===== config.mk =====
export PLATFORM = sky130hd
export DESIGN_NAME = slb_regs
export DESIGN_NICKNAME = d
export VERILOG_FILES = /design/src/rtl/slb_pkg.sv /design/src/rtl/slb_regs.sv
export VERILOG_INCLUDE_DIRS = /design/src /design/src/rtl
export SDC_FILE = /design/constraint.sdc
export NUM_CORES = 1
export LEC_CHECK = 0
export ABC_AREA = 1
export BUFFER_PORTS_ARGS = -buffer_cell sky130_fd_sc_hd__buf_2
export CAP_MARGIN = 10
export CORE_MARGIN = 5
export CORE_UTILIZATION = 48
export CTS_BUF_LIST = sky130_fd_sc_hd__clkbuf_4 sky130_fd_sc_hd__clkbuf_8
export CTS_CLUSTER_SIZE = 12
export DETAILED_ROUTE_END_ITERATION = 10
export GPL_ROUTABILITY_DRIVEN = 0
export PLACE_DENSITY = 0.77
export SETUP_SLACK_MARGIN = 0.15
export SLEW_MARGIN = 40
export SYNTH_ARGS = -nofsm -noshare
export SYNTH_HDL_FRONTEND = slang
export SYNTH_SLANG_ARGS = --single-unit

===== constraint.sdc =====
create_clock -name mclk -period 1.9 [get_ports mclk]
set_input_delay 0.38 -clock mclk [delete_from_list [all_inputs] [get_ports mclk]]
set_output_delay 0.38 -clock mclk [all_outputs]
set_load 0.1 [all_outputs]

===== src/rtl/slb_defs.svh =====
// Register offsets, field positions, keys, reset values and timing counts of the
// system lock, self-test and reset-cause register bank.
// Assumes a 9-bit register address from the serial slave and 16-bit data words.
`ifndef SLB_DEFS_SVH
`define SLB_DEFS_SVH

// Register offsets on the internal register port.
`define SLB_OFS_WRITE_PROTECT   9'h1CD
`define SLB_OFS_CLEAR_ON_READ   9'h1CE
`define SLB_OFS_UNLOCK          9'h1CF
`define SLB_OFS_RESET_CAUSE     9'h1D6
`define SLB_OFS_SELFTEST        9'h1DC
// First and last diagnosis error register of the clear-on-read pairs.
`define SLB_OFS_DIAG_FIRST      9'h162
`define SLB_OFS_DIAG_LAST       9'h169
// Default offsets of the driver status and microcore status registers.
`define SLB_OFS_DRV_STATUS      9'h1D2
`define SLB_OFS_CORE_STAT_BASE  9'h1E0

// Keys.
`define SLB_KEY_SELFTEST        16'hB157
`define SLB_KEY_UNLOCK          16'h1337

// Field positions.
`define SLB_BIT_GLOBAL_LOCK     0
`define SLB_BIT_TAIL_A_LOCK     1
`define SLB_BIT_TAIL_B_LOCK     2
`define SLB_BIT_CAUSE_PIN       0
`define SLB_BIT_CAUSE_POR       1
`define SLB_BIT_CAUSE_SPI       2
`define SLB_COR_TARGETS         9

// Reset values.
`define SLB_RST_LOCK            3'h0
`define SLB_RST_COR_SEL         9'h000
`define SLB_RST_DATA            16'h0000

// Self-test run time, as a time and as cycles of the 4 ns system clock.
`define SLB_BIST_TIME_MS        2.2
`define SLB_CLK_PERIOD_NS       4
`define SLB_BIST_CYCLES         (int'((`SLB_BIST_TIME_MS * 1000000.0) / `SLB_CLK_PERIOD_NS))

`endif


===== src/rtl/slb_pkg.sv =====
// Types shared by the system lock, self-test and reset-cause register bank.
// Assumes nothing beyond a SystemVerilog tool.
package slb_pkg;
    // Outcome codes read back from the self-test register.
    typedef enum logic [1:0] {
        SLB_OUT_NEVER   = 2'h0,
        SLB_OUT_RUNNING = 2'h1,
        SLB_OUT_PASSED  = 2'h2,
        SLB_OUT_FAILED  = 2'h3
    } slb_outcome_t;

    // Self-test sequencer states.
    typedef enum logic [2:0] {
        SLB_ST_IDLE,
        SLB_ST_WRITE,
        SLB_ST_READ,
        SLB_ST_DRAIN,
        SLB_ST_HOLD
    } slb_state_t;
endpackage


===== src/rtl/slb_regs.sv =====
// System management register bank: reset-cause record, memory self-test launcher,
// write protection and clear-on-read selection.
// Assumes the serial slave presents decoded register accesses on mclk, one per cycle,
// and that the RAM under test answers a read one cycle after its address.
`include "slb_defs.svh"

module slb_regs
    import slb_pkg::*;
#(
    parameter int unsigned RAM_AW          = 8,
    parameter int unsigned RAM_DW          = 32,
    parameter int unsigned BIST_RUN_CYCLES = `SLB_BIST_CYCLES,
    parameter logic [8:0]  DRV_STATUS_OFS  = `SLB_OFS_DRV_STATUS,
    parameter logic [8:0]  CORE_STAT_BASE  = `SLB_OFS_CORE_STAT_BASE
) (
    input  wire logic                        mclk,
    input  wire logic                        reset,
    // Register port from the serial slave.
    input  wire logic [8:0]                  reg_addr,
    input  wire logic                        reg_wr,
    input  wire logic                        reg_rd,
    input  wire logic                        reg_backdoor,
    input  wire logic [15:0]                 reg_wdata,
    output logic      [15:0]                 reg_rdata_r,
    // Reset sources, levels from the reset generator.
    input  wire logic                        spi_reset_seen,
    input  wire logic                        power_on_reset_seen,
    input  wire logic                        reset_pin_seen,
    // Code RAM unlock state of the two channels.
    input  wire logic                        code_ram_a_unlocked,
    input  wire logic                        code_ram_b_unlocked,
    // RAM under test.
    output logic      [RAM_AW-1:0]           bist_ram_addr_r,
    output logic                             bist_ram_we_r,
    output logic                             bist_ram_re_r,
    output logic      [RAM_DW-1:0]           bist_ram_wdata_r,
    input  wire logic [RAM_DW-1:0]           bist_ram_rdata,
    // Write-grant service for lockable registers and data RAM tails.
    input  wire logic                        tgt_wr,
    input  wire logic                        tgt_lockable,
    input  wire logic                        tgt_tail_a,
    input  wire logic                        tgt_tail_b,
    output logic                             tgt_wr_grant_r,
    // Protect state and clear-on-read strobes.
    output logic                             global_lock_r,
    output logic                             data_ram_a_tail_protect_r,
    output logic                             data_ram_b_tail_protect_r,
    input  wire logic [`SLB_COR_TARGETS-1:0] core_wr_hit,
    output logic      [`SLB_COR_TARGETS-1:0] cor_clear_r
);

    ////////////////////////////////////////////////////////////////////////////////
    // Parameter checks and shared functions.

    // The run counter is 20 bits and patterns are built from bytes.
    if (BIST_RUN_CYCLES == 0 || BIST_RUN_CYCLES >= (1 << 20) || RAM_DW % 8 != 0
        || RAM_AW == 0 || RAM_AW > 16) begin : g_bad_param
        $error("slb_regs: unsupported parameter value");
    end

    // Pattern byte of phase p; each test writes and checks ten phases, 0 to 9.
    function automatic logic [7:0] pat_byte(input logic [3:0] p);
        case (p)
            4'h0, 4'h6, 4'h9: pat_byte = 8'h00;
            4'h1, 4'h7, 4'h8: pat_byte = 8'hFF;
            4'h2:             pat_byte = 8'h55;
            4'h3:             pat_byte = 8'hAA;
            4'h4:             pat_byte = 8'h0F;
            4'h5:             pat_byte = 8'hF0;
            default:          pat_byte = 8'h00;
        endcase
    endfunction

    // Access qualifiers, shared by several sections.
    wire ext_rd   = reg_rd && !reg_backdoor;                              // External read.
    wire ext_acc  = (reg_rd || reg_wr) && !reg_backdoor;                  // External access.
    wire hit_lock = reg_addr == `SLB_OFS_WRITE_PROTECT;
    wire hit_cor  = reg_addr == `SLB_OFS_CLEAR_ON_READ;
    wire hit_unl  = reg_addr == `SLB_OFS_UNLOCK;
    wire hit_rec  = reg_addr == `SLB_OFS_RESET_CAUSE;
    wire hit_bist = reg_addr == `SLB_OFS_SELFTEST;

    ////////////////////////////////////////////////////////////////////////////////
    // Reset-cause record.

    // The record is not cleared by the main reset, since it must outlive the resets
    // that it records; the sources are sampled while reset is held.
    logic [2:0] cause_r;
    wire  [2:0] cause_evt = {spi_reset_seen, power_on_reset_seen, reset_pin_seen};
    wire  [2:0] cause_nxt = (ext_acc && hit_rec ? 3'h0 : cause_r) | cause_evt;

    // A source seen in the clearing cycle survives: the set wins. The pin flag may be
    // left over from before power-on, which is allowed.
    always_ff @(posedge mclk) begin
        cause_r <= cause_nxt;
    end

    ////////////////////////////////////////////////////////////////////////////////
    // Write protection.

    logic [2:0] lock_r; // Tail B, tail A, global.
    wire unlock_wr = reg_wr && hit_unl && reg_wdata == `SLB_KEY_UNLOCK;
    wire lock_wr   = reg_wr && hit_lock;
    // Each bit only ever sets from a write; the global bit also locks its own bit.
    wire [2:0] lock_set = {reg_wdata[`SLB_BIT_TAIL_B_LOCK], reg_wdata[`SLB_BIT_TAIL_A_LOCK],
                           reg_wdata[`SLB_BIT_GLOBAL_LOCK] && !lock_r[`SLB_BIT_GLOBAL_LOCK]};
    wire [2:0] lock_nxt = unlock_wr ? `SLB_RST_LOCK :
                          lock_r | (lock_wr ? lock_set : 3'h0);

    // Tail writes ignore the global bit; other lockable writes ignore the tail bits.
    wire grant_nxt = tgt_wr &&
                     !(tgt_tail_a && lock_r[`SLB_BIT_TAIL_A_LOCK]) &&
                     !(tgt_tail_b && lock_r[`SLB_BIT_TAIL_B_LOCK]) &&
                     !(!tgt_tail_a && !tgt_tail_b && tgt_lockable &&
                       lock_r[`SLB_BIT_GLOBAL_LOCK]);

    // Protect bits and the registered grant.
    always_ff @(posedge mclk) begin
        if (reset) begin
            lock_r         <= `SLB_RST_LOCK;
            tgt_wr_grant_r <= 1'b0;
        end else begin
            lock_r         <= lock_nxt;
            tgt_wr_grant_r <= grant_nxt;
        end
    end

    assign global_lock_r             = lock_r[`SLB_BIT_GLOBAL_LOCK];
    assign data_ram_a_tail_protect_r = lock_r[`SLB_BIT_TAIL_A_LOCK];
    assign data_ram_b_tail_protect_r = lock_r[`SLB_BIT_TAIL_B_LOCK];

    ////////////////////////////////////////////////////////////////////////////////
    // Clear-on-read selection and strobes.

    logic [`SLB_COR_TARGETS-1:0] cor_sel_r;
    wire  [`SLB_COR_TARGETS-1:0] cor_hit;
    wire  [8:0]                  diag_rel = reg_addr - `SLB_OFS_DIAG_FIRST;

    assign cor_hit[0] = reg_addr == DRV_STATUS_OFS;
    // Each diagnosis pair and each core status register has its own enable bit.
    for (genvar i = 0; i < 4; i++) begin : g_cor
        assign cor_hit[1+i] = reg_addr >= `SLB_OFS_DIAG_FIRST &&
                              reg_addr <= `SLB_OFS_DIAG_LAST && diag_rel[2:1] == 2'(i);
        assign cor_hit[5+i] = reg_addr == CORE_STAT_BASE + 9'(i);
    end

    // Backdoor reads are excluded, and a colliding core write cancels the clear so
    // the updated value shows at the next external read.
    wire [`SLB_COR_TARGETS-1:0] cor_nxt = {`SLB_COR_TARGETS{ext_rd}} & cor_hit &
                                          cor_sel_r & ~core_wr_hit;

    // Enable bits are not lockable; strobes last one cycle.
    always_ff @(posedge mclk) begin
        if (reset) begin
            cor_sel_r   <= `SLB_RST_COR_SEL;
            cor_clear_r <= '0;
        end else begin
            if (reg_wr && hit_cor) begin
                cor_sel_r <= reg_wdata[`SLB_COR_TARGETS-1:0];
            end
            cor_clear_r <= cor_nxt;
        end
    end

    ////////////////////////////////////////////////////////////////////////////////
    // Memory self-test sequencer.

    slb_state_t   st_r;
    slb_outcome_t outcome_r;
    logic [3:0]   phase_r;  // Pattern phase 0..9.
    logic [19:0]  run_r;    // Cycles since start.
    logic         chk_r;    // Read data due this cycle.
    logic         bad_r;    // A mismatch was seen.
    logic [RAM_DW-1:0] exp_r;

    wire start_ok  = reg_wr && hit_bist && reg_wdata == `SLB_KEY_SELFTEST &&
                     code_ram_a_unlocked && code_ram_b_unlocked &&
                     st_r == SLB_ST_IDLE;
    wire addr_last = &bist_ram_addr_r;
    wire run_done  = run_r >= 20'(BIST_RUN_CYCLES - 1);
    wire [RAM_DW-1:0] pat_word = {(RAM_DW/8){pat_byte(phase_r)}};
    wire mismatch  = chk_r && bist_ram_rdata != exp_r;

    // Each phase fills the RAM and reads it back; the result is posted no earlier than
    // the documented run time so software sees the same timing on any RAM depth whose ten phases end within it.
    always_ff @(posedge mclk) begin
        if (reset) begin
            st_r      <= SLB_ST_IDLE;
            outcome_r <= SLB_OUT_NEVER;
            phase_r   <= 4'h0;
            run_r     <= 20'h0;
            chk_r     <= 1'b0;
            bad_r     <= 1'b0;
            exp_r     <= '0;
            bist_ram_addr_r  <= '0;
            bist_ram_we_r    <= 1'b0;
            bist_ram_re_r    <= 1'b0;
            bist_ram_wdata_r <= '0;
        end else begin
            chk_r <= bist_ram_re_r;
            exp_r <= bist_ram_wdata_r;
            bad_r <= bad_r | mismatch;
            run_r <= (st_r == SLB_ST_IDLE || run_done) ? run_r : run_r + 20'h1;
            case (st_r)
                SLB_ST_IDLE: begin
                    if (start_ok) begin
                        st_r      <= SLB_ST_WRITE;
                        outcome_r <= SLB_OUT_RUNNING;
                        phase_r   <= 4'h0;
                        run_r     <= 20'h0;
                        bad_r     <= 1'b0;
                        bist_ram_addr_r <= '0;
                    end
                end
                SLB_ST_WRITE: begin
                    bist_ram_we_r    <= !(bist_ram_we_r && addr_last);
                    bist_ram_wdata_r <= pat_word;
                    if (bist_ram_we_r) begin
                        bist_ram_addr_r <= bist_ram_addr_r + 1'b1;
                        if (addr_last) begin
                            st_r <= SLB_ST_READ;
                        end
                    end
                end
                SLB_ST_READ: begin
                    bist_ram_re_r <= !(bist_ram_re_r && addr_last);
                    if (bist_ram_re_r) begin
                        bist_ram_addr_r <= bist_ram_addr_r + 1'b1;
                        if (addr_last) begin
                            st_r <= SLB_ST_DRAIN;
                        end
                    end
                end
                SLB_ST_DRAIN: begin
                    // Last read data lands now; then next phase or finish.
                    if (!chk_r) begin
                        phase_r <= phase_r + 4'h1;
                        st_r    <= (phase_r == 4'h9) ? SLB_ST_HOLD : SLB_ST_WRITE;
                    end
                end
                SLB_ST_HOLD: begin
                    if (run_done) begin
                        st_r      <= SLB_ST_IDLE;
                        outcome_r <= bad_r ? SLB_OUT_FAILED : SLB_OUT_PASSED;
                    end
                end
                default: st_r <= SLB_ST_IDLE;
            endcase
        end
    end

    ////////////////////////////////////////////////////////////////////////////////
    // Read data.

    wire [15:0] rd_mux = hit_lock ? {13'h0, lock_r} :
                         hit_cor  ? {7'h0, cor_sel_r} :
                         hit_rec  ? {13'h0, cause_r} :
                         hit_bist ? {14'h0, outcome_r} :
                                    `SLB_RST_DATA;

    // Read data is captured on every read and held until the next one.
    always_ff @(posedge mclk) begin
        if (reset) begin
            reg_rdata_r <= `SLB_RST_DATA;
        end else if (reg_rd) begin
            reg_rdata_r <= rd_mux;
        end
    end
endmodule


==> flow_summary.json <==
{
  "r2r.worst_path.cells": 15,
  "portBuffers": 143,
  "whs_endpoint": "cor_clear_r[4]$_SDFF_PP0_",
  "drive_above_1_share_pct": 41.90,
  "synth.distinct_cells": 50,
  "die-area_um2": 12440,
  "drtPass1Iterations": 8,
  "synthArstFlopShare_pct": 0,
  "grt.busiest_layer": "met2",
  "synthSimpleGateAreaFrac_pct": 34.55,
  "syn_area_per_cell_um2": 6.824,
  "synth_top_family_by_area": "simple AND/OR/NAND/NOR gates",
  "reg2reg_to": "pat_word[2]$_DFF_P_",
  "synth_top_area_share_pct": 35.20,
  "layout.nets": 1025,
  "fmax_ghz": 0.5008,
  "ios": 151,
  "grt_first_pass_wirelength_um": 23230,
  "ant_nets": 0,
  "yosys-top-cells-area": "dfxtp_1 35%, nand2_1 11%, inv_1 6.8%",
  "met2_usage_pct": 37.64,
  "clk_path_buf_depth": 2,
  "vias": 5599,
  "outcome": "finished, violations left",
  "antenna_found_initial": 0,
  "clk_pin_slew_ns": 0.09,
  "synth_edf_count": 0,
  "reg2reg_from": "st_r[1]$_SDFFE_PP0P_",
  "worst-endpoint-required_ns": 2.17,
  "startpoint": "st_r[1]$_SDFFE_PP0P_",
  "dp_hpwl_um": 10680,
  "dr.first_iter.drc_count": 321,
  "ys_seq_elements": 87,
  "post-route-util_pct": 69.32,
  "grt_pass1_vias": 5036,
  "synth-xor-area-share_pct": 0.8852,
  "finalHoldViolCount": 0,
  "power_density_nw_per_um2": 1143,
  "numCtsBuffers": 9,
  "syn_to_final_growth_pct": 42.72,
  "setup.worst_path.start_class": "flop",
  "synth_warnings": 0,
  "grt_overflow": 0,
  "die_y_um": 111.5,
  "routed_wl_um": 15550,
  "synth.most_common_cell": "nand2_1",
  "p_total_mw": 8.070,
  "r2r_setup_slack_ns": -0.1,
  "antenna_cells": 0,
  "failed_checks": "negative setup slack",
  "yosys-mux-area-fraction_pct": 0,
  "grt_usage_pct": 22.02,
  "period_share_pct": 105.1,
  "maxCapViolCount": 0,
  "grt_setup_unrepaired": "yes",
  "clockRootBuffer": "clkbuf_8",
  "synthTopCellsByCount": "140 x nand2_1, 90 x inv_1, 87 x dfxtp_1",
  "finalHoldWorstSlack_ns": 0.1601,
  "tns_ns": -0.2424,
  "grt_util_met1_pct": 27.84,
  "arrival_ns": 2.27,
  "drt-wirelength-per-cell_um": 14.38,
  "worstSetupPathType": "flop to flop",
  "min_path_cells": 2,
  "cts_tree": "yes",
  "cp-end-kind": "flop",
  "synth_compound_area_share_pct": 14.06,
  "synth_cells": 725,
  "grt_util_met3_pct": 4.946,
  "synth_top_area_cell": "dfxtp_1",
  "synth_area_um2": 4947,
  "vias_per_cell": 5.179,
  "clk_latency_ns": 0.37,
  "period_minus_slack_ns": 1.997,
  "fin_ws_ns": -0.09675,
  "core_area_um2": 10180,
  "synth_adder_area_share_pct": 1.265,
  "hold_class": "input port to flop",
  "drc": 0,
  "finalSetupViolCount": 4,
  "synth_seq_area_share_pct": 35.20,
  "row_count": 37,
  "cts_max_level": 3,
  "fp.dieW_um": 111.5,
  "synth_flop_cell": "dfxtp_1",
  "min_from": "core_wr_hit[4]",
  "peakVddDrop_v": 0.0009153,
  "fin_skew_ns": 0.01017,
  "start_util_pct": 48.57,
  "hold_buffers": 0,
  "crit_fanout": 4,
  "report.final.slew_viol_count": 0,
  "numClockSinks": 87,
  "grt_max_degree": 20,
  "leakage_nw": 3.224
}
-- layer usage --
metal / up-vias / wire [um]
li1: 2792 / -
met1: 2581 / 6512
met2: 195 / 7697
met3: 31 / 1000
met4: 0 / 334
met5: - / 0
-- state kept, by name, summed over array words and instances, names as in the netlist, 8 cells and up --
register,cells
run_r,20
cor_clear_r,9
cor_sel_r,9
reg_rdata_r,9
bist_ram_addr_r,8
-- logic make-up (layout without fill, tap and decap cells) --
group	Yosys count	in the layout
AOI/OAI and AO/OA	122	122
xor gates and xnor gates	5	5
other	1	7
buffers and inverters	142	356
and+or+nand+nor	363	363
adders and majority gates	5	5
DFF	87	87
-- power breakdown --
part | switching (mW) | internal (mW)
clock network | 0.717 | 0.611
logic | 3.10 | 1.51
registers | 0.166 | 1.98
-- worst max-delay path: stages (launching register included) --
cell,delay (ns)
dfxtp_4,0.41
inv_2,0.07
nor3_4,0.20
buf_6,0.15
o21ai_2,0.05
inv_2,0.13
buf_4,0.13
nand3_2,0.07
nand2_2,0.08
nand2_2,0.07
ha_4,0.27
inv_2,0.03
nand3_2,0.05
nand2_1,0.06
nand2_1,0.07
nand2_1,0.05
-- cells in the final DEF (no fill, tap or decap), types with 19 or more instances in the layout --
master | synthesis | final
nor3_1 | 32 | 27
o21ai_0 | 36 | 28
dfxtp_1 | 87 | 59
dfxtp_2 | 0 | 19
buf_4 | 35 | 83
buf_2 | 3 | 143
a21oi_1 | 56 | 47
inv_1 | 90 | 76
nand2_1 | 140 | 124
nand3_1 | 50 | 43
nand4_1 | 20 | 20
nor2_1 | 78 | 66
-- final cells by class --
type,count,area (um2)
well taps,136,170.2
fillers,831,3124
multi-input cells,502,2923
flip-flops and latches,87,1799
inverters,95,361.6
clock inverters,7,72.57
clock buffers,9,123.9
repair buffers,245,1610
-- how the worst max path moves through the flow --
| stage | to | slack, ns |
|---|---|---|
| 4_1_cts | st_r[1]$_SDFFE_PP0P_ | 0.005 |
| 6_report | pat_word[2]$_DFF_P_ | -0.1 |
| 5_1_grt | pat_word[2]$_DFF_P_ | -0.24 |
| 3_3_place_gp | pat_word[2]$_DFF_P_ | -0.18 |
| 2_1_floorplan | pat_word[2]$_DFF_P_ | -0.03 |
| 3_5_place_dp | pat_word[2]$_DFF_P_ | -0.21 |
-- repair_timing --
action | 4_1_cts | 5_1_grt
setup buffers | 12 | 17
pin swaps | 13 | 40
setup endpoints to repair | 19 | 37
gates resized for setup | 13 | 115
gates cloned | 0 | 2
-- metrics by stage --
step	instance area, um2	worst slack [ns]	instances
2_1_floorplan	5070	-0.02860	731
3_5_place_dp	6173	-0.2111	1034
4_1_cts	6516	0.004595	1062
3_3_place_gp	6173	-0.1847	1034
5_1_grt	7061	-0.2448	1081
6_report	7061	-0.09675	1081
No activity file was read; power rests on OpenSTA's default activity.
